File: config.mk
export PLATFORM = sky130hd
export DESIGN_NAME = cpuamg_top
export DESIGN_NICKNAME = d
export VERILOG_FILES = /design/src/common/cpuamg_pkg.sv /design/src/cpuamg_cycles.sv /design/src/cpuamg_top.sv
export SDC_FILE = /design/constraint.sdc
export NUM_CORES = 1
export LEC_CHECK = 0
export ABC_CLOCK_PERIOD_IN_PS = 1770
export BUFFER_PORTS_ARGS = -buffer_cell sky130_fd_sc_hd__buf_2
export CAP_MARGIN = 20
export CELL_PAD_IN_SITES_DETAIL_PLACEMENT = 1
export CELL_PAD_IN_SITES_GLOBAL_PLACEMENT = 2
export CORE_MARGIN = 1.5
export CORE_UTILIZATION = 29
export CTS_CLUSTER_SIZE = 40
export DETAILED_ROUTE_END_ITERATION = 10
export PLACE_DENSITY_LB_ADDON = 0.1
export SYNTH_ARGS = -nofsm -noshare
export SYNTH_HDL_FRONTEND = slang
export SYNTH_SLANG_ARGS = --single-unit
File: constraint.sdc
create_clock -name MCLK -period 1.77 [get_ports MCLK]
set_clock_uncertainty 0.2 [all_clocks]
set_input_delay 0.354 -clock MCLK [delete_from_list [all_inputs] [get_ports MCLK]]
set_output_delay 0.354 -clock MCLK [all_outputs]
set_load 0.05 [all_outputs]
File: src/common/cpuamg_pkg.sv
// package of constants and types for the cpu address mode generator
package cpuamg_pkg;
    // =========================================================
    // widths
    localparam int unsigned CPUAMG_AW = 24;
    // =========================================================
    // fixed addresses
    localparam logic [23:0] CPUAMG_VEC_LO = 24'h00FFE0;
    localparam logic [23:0] CPUAMG_VEC_HI = 24'h00FFFF;
    localparam logic [7:0] CPUAMG_BANK0 = 8'h00;
    // =========================================================
    // reset values
    localparam logic [7:0] CPUAMG_RST_PBR = 8'h00;
    localparam logic [15:0] CPUAMG_RST_PC = 16'h0000;
    // =========================================================
    // cycle counts
    localparam logic [3:0] CPUAMG_CYC_IMM = 4'h2;
    localparam logic [3:0] CPUAMG_CYC_ABS = 4'h4;
    localparam logic [3:0] CPUAMG_CYC_ABSL = 4'h5;
    localparam logic [3:0] CPUAMG_CYC_DIR = 4'h3;
    localparam logic [3:0] CPUAMG_CYC_ACC = 4'h2;
    localparam logic [3:0] CPUAMG_CYC_DIIY = 4'h5;
    localparam logic [3:0] CPUAMG_CYC_DILY = 4'h6;
    localparam logic [3:0] CPUAMG_CYC_DXI = 4'h6;
    localparam logic [3:0] CPUAMG_CYC_DX = 4'h4;
    localparam logic [3:0] CPUAMG_CYC_REL = 4'h2;
    localparam logic [3:0] CPUAMG_CYC_RELL = 4'h3;
    localparam logic [3:0] CPUAMG_CYC_AIND = 4'h5;
    localparam logic [3:0] CPUAMG_CYC_DI = 4'h5;
    localparam logic [3:0] CPUAMG_CYC_AXI = 4'h6;
    localparam logic [3:0] CPUAMG_CYC_STK = 4'h3;
    localparam logic [3:0] CPUAMG_CYC_SR = 4'h4;
    localparam logic [3:0] CPUAMG_CYC_SRIY = 4'h7;
    localparam logic [3:0] CPUAMG_CYC_BLK = 4'h7;
    localparam logic [3:0] CPUAMG_CYC_RMW8 = 4'h2;
    localparam logic [3:0] CPUAMG_CYC_RMW16 = 4'h3;
    localparam logic [3:0] CPUAMG_CYC_ONE = 4'h1;
    // =========================================================
    // program byte counts
    localparam logic [2:0] CPUAMG_LEN_1 = 3'h1;
    localparam logic [2:0] CPUAMG_LEN_2 = 3'h2;
    localparam logic [2:0] CPUAMG_LEN_3 = 3'h3;
    localparam logic [2:0] CPUAMG_LEN_4 = 3'h4;
    // =========================================================
    // addressing modes
    typedef enum logic [4:0] {
        CPUAMG_M_IMM = 5'h00,
        CPUAMG_M_ABS = 5'h01,
        CPUAMG_M_ABSL = 5'h02,
        CPUAMG_M_DIR = 5'h03,
        CPUAMG_M_ACC = 5'h04,
        CPUAMG_M_IMPL = 5'h05,
        CPUAMG_M_DIIY = 5'h06,
        CPUAMG_M_DILY = 5'h07,
        CPUAMG_M_DXI = 5'h08,
        CPUAMG_M_DX = 5'h09,
        CPUAMG_M_DY = 5'h0A,
        CPUAMG_M_AX = 5'h0B,
        CPUAMG_M_ALX = 5'h0C,
        CPUAMG_M_AY = 5'h0D,
        CPUAMG_M_REL = 5'h0E,
        CPUAMG_M_RELL = 5'h0F,
        CPUAMG_M_AIND = 5'h10,
        CPUAMG_M_DI = 5'h11,
        CPUAMG_M_DIL = 5'h12,
        CPUAMG_M_AXI = 5'h13,
        CPUAMG_M_STK = 5'h14,
        CPUAMG_M_SR = 5'h15,
        CPUAMG_M_SRIY = 5'h16,
        CPUAMG_M_BLK = 5'h17,
        CPUAMG_M_VEC = 5'h18
    } cpuamg_mode_t;
    // =========================================================
    // program bank load sources
    typedef enum logic [2:0] {
        CPUAMG_PB_NONE = 3'h0,
        CPUAMG_PB_RTI = 3'h1,
        CPUAMG_PB_RTL = 3'h2,
        CPUAMG_PB_JML = 3'h3,
        CPUAMG_PB_JSL = 3'h4,
        CPUAMG_PB_JMPL = 3'h5
    } cpuamg_pbop_t;
endpackage

File: src/cpuamg_cycles.sv
// cycle and program byte count for one addressing mode
`timescale 1ns/1ns
module cpuamg_cycles
    import cpuamg_pkg::*;
(
    input wire cpuamg_mode_t mode,
    input wire logic m_flag,
    input wire logic x_flag,
    input wire logic idx_op,
    input wire logic dl_nz,
    input wire logic page_cross,
    input wire logic branch_taken,
    input wire logic rmw,
    input wire logic [7:0] stack_cycles,
    output logic [3:0] cycles,
    output logic [2:0] bytes_len
);
    logic wide;
    logic [3:0] base;
    logic use_w;
    logic use_dl;
    logic use_pg;
    always_comb begin
        wide = idx_op ? ~x_flag : ~m_flag;
        base = CPUAMG_CYC_IMM;
        bytes_len = CPUAMG_LEN_2;
        use_w = 1'b1;
        use_dl = 1'b0;
        use_pg = 1'b0;
        case (mode)
            CPUAMG_M_IMM: begin
                base = CPUAMG_CYC_IMM;
                bytes_len = wide ? CPUAMG_LEN_3 : CPUAMG_LEN_2;
            end
            CPUAMG_M_ABS: begin
                base = CPUAMG_CYC_ABS;
                bytes_len = CPUAMG_LEN_3;
            end
            CPUAMG_M_ABSL, CPUAMG_M_ALX: begin
                base = CPUAMG_CYC_ABSL;
                bytes_len = CPUAMG_LEN_4;
            end
            CPUAMG_M_DIR: begin
                base = CPUAMG_CYC_DIR;
                use_dl = 1'b1;
            end
            CPUAMG_M_ACC, CPUAMG_M_IMPL: begin
                base = CPUAMG_CYC_ACC;
                bytes_len = CPUAMG_LEN_1;
                use_w = 1'b0;
            end
            CPUAMG_M_DIIY: begin
                base = CPUAMG_CYC_DIIY;
                use_dl = 1'b1;
                use_pg = 1'b1;
            end
            CPUAMG_M_DILY, CPUAMG_M_DIL: begin
                base = CPUAMG_CYC_DILY;
                use_dl = 1'b1;
            end
            CPUAMG_M_DXI: begin
                base = CPUAMG_CYC_DXI;
                use_dl = 1'b1;
            end
            CPUAMG_M_DX, CPUAMG_M_DY: begin
                base = CPUAMG_CYC_DX;
                use_dl = 1'b1;
            end
            CPUAMG_M_AX, CPUAMG_M_AY: begin
                base = CPUAMG_CYC_ABS;
                bytes_len = CPUAMG_LEN_3;
                use_pg = 1'b1;
            end
            CPUAMG_M_REL: begin
                base = CPUAMG_CYC_REL;
                use_w = 1'b0;
            end
            CPUAMG_M_RELL: begin
                base = CPUAMG_CYC_RELL;
                bytes_len = CPUAMG_LEN_3;
                use_w = 1'b0;
            end
            CPUAMG_M_AIND: begin
                base = CPUAMG_CYC_AIND;
                bytes_len = CPUAMG_LEN_3;
                use_w = 1'b0;
            end
            CPUAMG_M_DI: begin
                base = CPUAMG_CYC_DI;
                use_dl = 1'b1;
            end
            CPUAMG_M_AXI: begin
                base = CPUAMG_CYC_AXI;
                bytes_len = CPUAMG_LEN_3;
                use_w = 1'b0;
            end
            CPUAMG_M_STK, CPUAMG_M_VEC: begin
                base = stack_cycles[3:0];
                bytes_len = CPUAMG_LEN_1;
                use_w = 1'b0;
            end
            CPUAMG_M_SR: begin
                base = CPUAMG_CYC_SR;
            end
            CPUAMG_M_SRIY: begin
                base = CPUAMG_CYC_SRIY;
            end
            CPUAMG_M_BLK: begin
                base = CPUAMG_CYC_BLK;
                bytes_len = CPUAMG_LEN_3;
                use_w = 1'b0;
            end
            default: begin
                base = CPUAMG_CYC_IMM;
            end
        endcase
        cycles = base;
        if (use_w && wide) begin
            cycles = cycles + CPUAMG_CYC_ONE;
        end
        if (use_dl && dl_nz) begin
            cycles = cycles + CPUAMG_CYC_ONE;
        end
        if (use_pg && page_cross) begin
            cycles = cycles + CPUAMG_CYC_ONE;
        end
        if ((mode == CPUAMG_M_REL || mode == CPUAMG_M_RELL) && branch_taken) begin
            cycles = cycles + CPUAMG_CYC_ONE;
        end
        if (rmw) begin
            cycles = cycles + (m_flag ? CPUAMG_CYC_RMW8 : CPUAMG_CYC_RMW16);
        end
    end
endmodule // cpuamg_cycles

File: src/cpuamg_top.sv
// effective address and cycle count generator
// =========================================================
`timescale 1ns/1ns
module cpuamg_top
    import cpuamg_pkg::*;
(
    input wire logic MCLK,
    input wire logic RESET_N,
    input wire logic START,
    input wire cpuamg_mode_t MODE,
    input wire logic [7:0] OP_B2,
    input wire logic [7:0] OP_B3,
    input wire logic [7:0] OP_B4,
    input wire logic [15:0] PTR_DATA,
    input wire logic [7:0] PTR_BANK,
    input wire logic [7:0] DATA_BANK_REG,
    input wire logic [15:0] DIRECT_PAGE,
    input wire logic [15:0] X_REG,
    input wire logic [15:0] Y_REG,
    input wire logic [15:0] S_REG,
    input wire logic [15:0] C_ACC,
    input wire logic [3:0] VEC_SEL,
    input wire logic M_FLAG,
    input wire logic X_FLAG,
    input wire logic IDX_OP,
    input wire logic RMW,
    input wire logic BRANCH_TAKEN,
    input wire logic [7:0] STACK_CYCLES,
    input wire logic PC_INC,
    input wire logic PC_LOAD,
    input wire logic [15:0] PC_NEW,
    input wire cpuamg_pbop_t PB_OP,
    input wire logic [7:0] PB_NEW,
    input wire logic BANK_OUT_EN,
    output logic [23:0] EFF_ADDR,
    output logic [7:0] BANK_PINS,
    output logic [15:0] IMM_OPERAND,
    output logic [15:0] PTR_ADDR,
    output logic [3:0] CYCLES,
    output logic [2:0] PROG_BYTES,
    output logic [15:0] BLK_COUNT,
    output logic [23:0] BLK_SRC,
    output logic [23:0] BLK_DST,
    output logic [15:0] PC_OUT,
    output logic [7:0] PBR_OUT,
    output logic VALID
);
    // =========================================================
    // helpers
    function automatic logic [23:0] add24(input logic [23:0] a, input logic [15:0] b);
        add24 = a + {8'h00, b};
    endfunction
    function automatic logic [15:0] add16(input logic [15:0] a, input logic [15:0] b);
        add16 = a + b;
    endfunction
    function automatic logic page_x(input logic [15:0] a, input logic [15:0] b);
        logic [15:0] s;
        s = a + b;
        page_x = (s[15:8] != a[15:8]);
    endfunction

    // =========================================================
    // address forming
    logic [23:0] ea;
    logic [15:0] ptr;
    logic [15:0] imm;
    logic pcross;
    logic [15:0] abs16;
    logic [15:0] dpo;
    logic [23:0] base24;
    always_comb begin
        abs16 = {OP_B3, OP_B2};
        dpo = add16(DIRECT_PAGE, {8'h00, OP_B2});
        ea = {CPUAMG_BANK0, dpo};
        ptr = dpo;
        pcross = 1'b0;
        base24 = {DATA_BANK_REG, PTR_DATA};
        imm = ((IDX_OP ? X_FLAG : M_FLAG) == 1'b0) ? {OP_B3, OP_B2} : {8'h00, OP_B2};
        case (MODE)
            CPUAMG_M_ABS: begin
                ea = {DATA_BANK_REG, abs16};
            end
            CPUAMG_M_ABSL: begin
                ea = {OP_B4, OP_B3, OP_B2};
            end
            CPUAMG_M_DIR: begin
                ea = {CPUAMG_BANK0, dpo};
            end
            CPUAMG_M_DX: begin
                ea = {CPUAMG_BANK0, add16(dpo, X_REG)};
            end
            CPUAMG_M_DY: begin
                ea = {CPUAMG_BANK0, add16(dpo, Y_REG)};
            end
            CPUAMG_M_DIIY: begin
                ea = add24(base24, Y_REG);
                pcross = page_x(PTR_DATA, Y_REG);
            end
            CPUAMG_M_DILY: begin
                ea = add24({PTR_BANK, PTR_DATA}, Y_REG);
            end
            CPUAMG_M_DXI: begin
                ptr = add16(dpo, X_REG);
                ea = base24;
            end
            CPUAMG_M_DI: begin
                ea = base24;
            end
            CPUAMG_M_DIL: begin
                ea = {PTR_BANK, PTR_DATA};
            end
            CPUAMG_M_AX: begin
                ea = add24({DATA_BANK_REG, abs16}, X_REG);
                pcross = page_x(abs16, X_REG);
            end
            CPUAMG_M_AY: begin
                ea = add24({DATA_BANK_REG, abs16}, Y_REG);
                pcross = page_x(abs16, Y_REG);
            end
            CPUAMG_M_ALX: begin
                ea = add24({OP_B4, OP_B3, OP_B2}, X_REG);
            end
            CPUAMG_M_AIND: begin
                ptr = abs16;
                ea = {CPUAMG_BANK0, abs16};
            end
            CPUAMG_M_AXI: begin
                ptr = add16(abs16, X_REG);
                ea = {CPUAMG_BANK0, ptr};
            end
            CPUAMG_M_STK: begin
                ea = {CPUAMG_BANK0, S_REG};
            end
            CPUAMG_M_SR: begin
                ea = {CPUAMG_BANK0, add16(S_REG, {8'h00, OP_B2})};
            end
            CPUAMG_M_SRIY: begin
                ptr = add16(S_REG, {8'h00, OP_B2});
                ea = add24(base24, Y_REG);
            end
            CPUAMG_M_BLK: begin
                ea = {OP_B3, X_REG};
            end
            CPUAMG_M_VEC: begin
                ea = {CPUAMG_VEC_LO[23:4], VEC_SEL} | CPUAMG_VEC_LO;
            end
            default: begin
                ea = {CPUAMG_BANK0, dpo};
            end
        endcase
    end

    // =========================================================
    // cycle counting
    logic [3:0] cyc;
    logic [2:0] blen;
    cpuamg_cycles u_cycles (
        .mode(MODE),
        .m_flag(M_FLAG),
        .x_flag(X_FLAG),
        .idx_op(IDX_OP),
        .dl_nz(DIRECT_PAGE[7:0] != 8'h00),
        .page_cross(pcross),
        .branch_taken(BRANCH_TAKEN),
        .rmw(RMW),
        .stack_cycles(STACK_CYCLES),
        .cycles(cyc),
        .bytes_len(blen)
    );

    // =========================================================
    // registered results
    logic [23:0] ea_ff;
    logic [23:0] nxt_ea;
    logic [15:0] imm_ff;
    logic [15:0] nxt_imm;
    logic [15:0] ptr_ff;
    logic [15:0] nxt_ptr;
    logic [3:0] cyc_ff;
    logic [3:0] nxt_cyc;
    logic [2:0] len_ff;
    logic [2:0] nxt_len;
    logic [15:0] blkc_ff;
    logic [15:0] nxt_blkc;
    logic [23:0] bsrc_ff;
    logic [23:0] nxt_bsrc;
    logic [23:0] bdst_ff;
    logic [23:0] nxt_bdst;
    logic val_ff;
    logic nxt_val;
    always_comb begin
        nxt_ea = ea_ff;
        nxt_imm = imm_ff;
        nxt_ptr = ptr_ff;
        nxt_cyc = cyc_ff;
        nxt_len = len_ff;
        nxt_blkc = blkc_ff;
        nxt_bsrc = bsrc_ff;
        nxt_bdst = bdst_ff;
        nxt_val = START;
        if (START) begin
            nxt_ea = ea;
            nxt_imm = imm;
            nxt_ptr = ptr;
            nxt_cyc = cyc;
            nxt_len = blen;
            if (MODE == CPUAMG_M_BLK) begin
                nxt_blkc = C_ACC;
                nxt_bsrc = {OP_B3, X_REG};
                nxt_bdst = {OP_B2, Y_REG};
            end
        end
    end
    always_ff @(posedge MCLK or negedge RESET_N) begin
        if (!RESET_N) begin
            ea_ff <= 24'h000000;
            imm_ff <= 16'h0000;
            ptr_ff <= 16'h0000;
            cyc_ff <= 4'h0;
            len_ff <= 3'h0;
            blkc_ff <= 16'h0000;
            bsrc_ff <= 24'h000000;
            bdst_ff <= 24'h000000;
            val_ff <= 1'b0;
        end else begin
            ea_ff <= nxt_ea;
            imm_ff <= nxt_imm;
            ptr_ff <= nxt_ptr;
            cyc_ff <= nxt_cyc;
            len_ff <= nxt_len;
            blkc_ff <= nxt_blkc;
            bsrc_ff <= nxt_bsrc;
            bdst_ff <= nxt_bdst;
            val_ff <= nxt_val;
        end
    end

    // =========================================================
    // program counter and program bank
    logic [15:0] pc_ff;
    logic [15:0] nxt_pc;
    logic [7:0] pbr_ff;
    logic [7:0] nxt_pbr;
    always_comb begin
        nxt_pc = pc_ff;
        nxt_pbr = pbr_ff;
        if (PC_LOAD) begin
            nxt_pc = PC_NEW;
        end else if (PC_INC) begin
            nxt_pc = pc_ff + 16'h0001;
        end
        case (PB_OP)
            CPUAMG_PB_RTI, CPUAMG_PB_RTL, CPUAMG_PB_JML, CPUAMG_PB_JSL, CPUAMG_PB_JMPL: begin
                nxt_pbr = PB_NEW;
            end
            default: begin
                nxt_pbr = pbr_ff;
            end
        endcase
    end
    always_ff @(posedge MCLK or negedge RESET_N) begin
        if (!RESET_N) begin
            pc_ff <= CPUAMG_RST_PC;
            pbr_ff <= CPUAMG_RST_PBR;
        end else begin
            pc_ff <= nxt_pc;
            pbr_ff <= nxt_pbr;
        end
    end

    // =========================================================
    // outputs
    assign EFF_ADDR = ea_ff;
    assign BANK_PINS = BANK_OUT_EN ? ea_ff[23:16] : 8'h00;
    assign IMM_OPERAND = imm_ff;
    assign PTR_ADDR = ptr_ff;
    assign CYCLES = cyc_ff;
    assign PROG_BYTES = len_ff;
    assign BLK_COUNT = blkc_ff;
    assign BLK_SRC = bsrc_ff;
    assign BLK_DST = bdst_ff;
    assign PC_OUT = pc_ff;
    assign PBR_OUT = pbr_ff;
    assign VALID = val_ff;
endmodule // cpuamg_top

==> results.tsv <==
stage	metric	value	unit
clocking	tritoncts_clock_tree	done	
power_and_ir_drop	leakage	12.0	nW
timing	final_max_slew_viol_count	0	
setup_path	critical_path_arrival	4170	ps
setup_path	criticalPathCategory	in -> reg	
setup_path	worst_setup_path_endpoint	CYCLES[2]$_DFFE_PN0P_	
synth	syn_area	0.0141	mm^2
grt	grt_max_degree	44	
floorplan	number_of_standard_cell_rows_in_the_floorplan	80	
cells_and_area	layout.cells.non_filler	3252	
detailed_routing	routed_wl	81.6	mm
detailed_routing	drt_first_pass_iters	7	
synth	number_of_enable_flip_flop_cells_after_synthesis	0	
floorplan	io-pin-count	351	
setup_path	critPathMaxStageDelay	460	ps
hold_path	timing.hold.worst.class	in -> reg	
setup_path	worst-endpoint-required	1970	ps
timing	max_clock_freq	0.252	GHz
cells_and_area	final_net_count	2931	
clocking	root_buffer	clkbuf_16	
power_and_ir_drop	p_clk_share	20.0	%
power_and_ir_drop	power.total	19.8	mW
timing	worstMarginPinSlew	1000	ps
placed_design	globalplace.congestion	0.974	
setup_path	reg2reg_depth	8	
power_and_ir_drop	worst_ir_drop_vdd	0.000559	V
synth	ys_types	82	
cells_and_area	share_of_post_route_cells_with_drive_strength_above_1	55.1	%
grt	grt_overflow_total	0	
power_and_ir_drop	intPower	10.8	mW
setup_path	timing.critical_path.from_type	input port	
placed_design	post_place_setup_slack	-3130	ps
clocking	numClockSinks	152	
synth	number_of_standard_cells_after_synthesis	1639	
synth	ys_dominant_reg_cell	dfrtp_1	
power_and_ir_drop	seq_power_share	22.2	%
timing	setup_viol	120	
floorplan	die_boundary_width	224	um
setup_path	path_common_cell	ha_4	
clocking	total_cts_buffers	17	
grt	initial_antenna_violation_count	3	
setup_path	r2r_setup_slack	-160	ps
synth	synth_seq_cells	152	
setup_path	cp_cell_sequence	buf_8 -> ha_4 -> a31o_1 -> a211o_1 -> a211oi_4 -> xor2_1 -> and2_1 -> o31ai_2 -> buf_4 -> a32oi_1 -> o31a_1 -> or3b_4 -> xnor2_2 -> ha_2 -> inv_2 -> ha_4 -> nand2b_4 -> and3_4 -> o31ai_1	
timing	final_critical_path_setup_slack	-2200	ps
setup_path	worstSetupStartpoint	OP_B2[1]	
detailed_routing	route.antenna.remaining_nets	0	
grt	grt_pass1_vias	18700	
detailed_routing	detailroute.via_count	17600	
floorplan	design.die.area	0.0500	mm^2
synth	mean_instance_size_in_the_synthesized_netlist	8.62	um^2
detailed_routing	detailedRoute.firstIterationViolations	990	
synth	synth_warnings	0	
outcome	outcome	complete, but fails checks	
outcome	violations	negative setup slack	
timing	hold_viol	0	
setup_path	worst_r2r_startpoint	PC_OUT[2]$_DFFE_PN0P_	
detailed_routing	wl_per_cell	25.1	um
clocking	cts-root-to-sink-buffers	2	
placed_design	numPortBuffers	346	
synth	proportion_of_synthesized_chip_area_in_sequential_cells	26.9	%
floorplan	floorplan.initialDensity	29.5	%
clocking	cts_clock_pin_slew_for_the_worst_setup_and_hold_paths	90	ps
power_and_ir_drop	net-switching-power	9.01	mW
setup_path	crit_path_end_kind	flop	
power_and_ir_drop	combinationalPowerShare	57.7	%
hold_path	min_delay_path_depth	3	
detailed_routing	viasPerCell	5.41	
setup_path	critical_path.max_fanout	4	
timing	rsz_0062_raised_after_global_routing	yes	
cells_and_area	syn_to_final_growth	80.9	%
synth	asyncSetResetFlopFracSynth	100	%
power_and_ir_drop	powerDensity	777	mW/mm^2
floorplan	core_region_area	0.0478	mm^2
setup_path	path_depth	19	
placed_design	dp_hpwl	63.3	mm
setup_path	worst_r2r_endpoint	PC_OUT[13]$_DFFE_PN0P_	
job	max-cap-violations	0	
timing	final_min_period_over_clock_period	224	%
timing	max-slew-margin-rel	32.7	%
placed_design	placed_cells_incl_taps	3083	
floorplan	fp.dieH	224	um
setup_path	cp.buffers_inverters	3	
grt	groute.usage.overall	31.6	%
setup_path	cpMaxStageDelayCell	or3b_4	
setup_path	critical-path-top-delay-family	compound AO/OA/AOI/OAI gates	
detailed_routing	drc_errors	0	
power_and_ir_drop	power.switching_fraction	45.4	%
synth	syn_nets	1948	
timing	post-route-min-period	3970	ps
hold_path	holdCritStartpoint	X_REG[0]	
grt	wire_length_of_the_first_global_routing_pass	118	mm
clocking	htree_num_levels	4	
clocking	latest_clock_arrival_within_the_worst_skew_pair	500	ps
-- flip-flops by register name, summed over array words and instances, names as in the netlist --
| signal | count |
|---|---|
| EFF_ADDR | 24 |
| PC_OUT | 16 |
| IMM_OPERAND | 16 |
| BLK_COUNT | 16 |
| PBR_OUT | 8 |
| CYCLES | 4 |
| PROG_BYTES | 3 |
| BLK_SRC | 24 |
| PTR_ADDR | 16 |
| VALID | 1 |
| BLK_DST | 24 |
-- cells by family (layout without fill, tap and decap cells) --
kind of cell	count (synthesis)	in the layout	share of synthesized area, %
other	0	2	0
buffers and inverters	146	1140	4.15
flip-flops	152	152	26.9
AND/OR/NAND/NOR	449	451	15.2
XOR/XNOR	138	138	8.56
adder cells (fa/ha/maj)	118	118	10.8
AO/OA/AOI/OAI	514	514	24.9
multiplexers	122	122	9.51
-- timing repair --
item / in CTS / in global routing
buffers inserted: 52 / 38
hold buffers: 49 / 0
resized for setup: 293 / 176
pin swaps: 154 / 120
cloned: 8 / 6
setup endpoints to repair: 136 / 137
hold endpoints to repair: 79 / 0
-- how the worst min path moves through the flow --
stage	end	slack, ps
6_report	BLK_SRC[0]$_DFFE_PN0P_	20
2_1_floorplan	BLK_COUNT[0]$_DFFE_PN0P_	-140
5_1_grt	BLK_SRC[0]$_DFFE_PN0P_	10
3_5_place_dp	BLK_DST[15]$_DFFE_PN0P_	150
4_1_cts	BLK_DST[11]$_DFFE_PN0P_	7
3_3_place_gp	BLK_DST[15]$_DFFE_PN0P_	140
-- synth_stat cells, drive strengths merged (10+ instances only) --
cell	instances	area share, %
o22ai	18	0.80
a21oi	108	3.9
nand3	41	1.5
nand4	16	0.71
a22oi	13	0.69
a222oi	20	1.4
o21ai	115	4.1
buf	15	0.66
inv	71	1.9
a31oi	22	1.0
o21a	12	0.64
mux2	97	7.7
dfrtp	152	27
mux2i	25	1.8
o221ai	13	0.81
xor2	57	3.5
nor3	31	1.1
o211ai	14	0.78
ha	112	9.9
o21bai	12	0.64
and3	17	0.82
nand2	153	4.1
a211oi	13	0.73
xnor2	81	5.0
a221oi	28	1.7
and2	13	0.58
clkbuf	59	1.6
a21o	28	1.5
a221o	13	0.92
nor2b	20	0.89
o2bb2ai	10	0.62
nor2	105	2.8
-- placed cells by master (no fill, tap or decap), drive strengths merged, types with 31 or more instances in the layout --
cell,instances
nor3,31
dlygate4sd3,49
mux2,97
inv,80
xor2,57
nand3,41
ha,112
dfrtp,152
o21ai,115
nand2,154
xnor2,81
nor2,106
buf,973
a21oi,108
-- per-stage QoR --
step           setup TNS (ps)  utilization (%)  area (um^2)  hold WS (ps)
6_report               -88580             53.4        25500          20.5
4_1_cts                -89820             50.8        24300          7.20
3_3_place_gp          -171220             44.5        21300           144
5_1_grt                -95250             53.4        25500          9.67
2_1_floorplan          -82930                -        15000          -142
3_5_place_dp          -175220             44.5        21300           148
-- final cells by class --
cell class / count / area [um^2]
multi-input combinational: 1343 / 12000
fill: 5486 / 22300
sequential: 152 / 3810
timing repair buffer: 1036 / 8070
inverter: 72 / 278
antenna: 2 / 5.00
clock inverter: 15 / 189
clock buffer: 17 / 425
tap: 615 / 769
-- tightest hold or removal path, delay by kind of cell --
kind | cells | cell delay, ps
buf+inv | 2 | 200
mux | 1 | 140
-- per-layer routing --
metal	vias to the layer above	part of all wire (%)	global-route usage (%)
li1	8130	-	-
met1	8891	43	39.0
met2	444	50	56.4
met3	128	3.8	4.32
met4	2	3.4	10.5
met5	-	0.016	0
-- power groups by stage --
stage                     clock, mW  sequential (mW)  combinational (mW)
after floorplan                   0             6.41                3.53
after global placement            0             4.42                9.42
after detailed placement          0             4.45                9.59
after CTS                      4.08             4.39                10.7
after global routing           4.19             4.48                12.1
final                          3.98             4.41                11.5
Note: power is estimated with default switching activity, not from simulation.
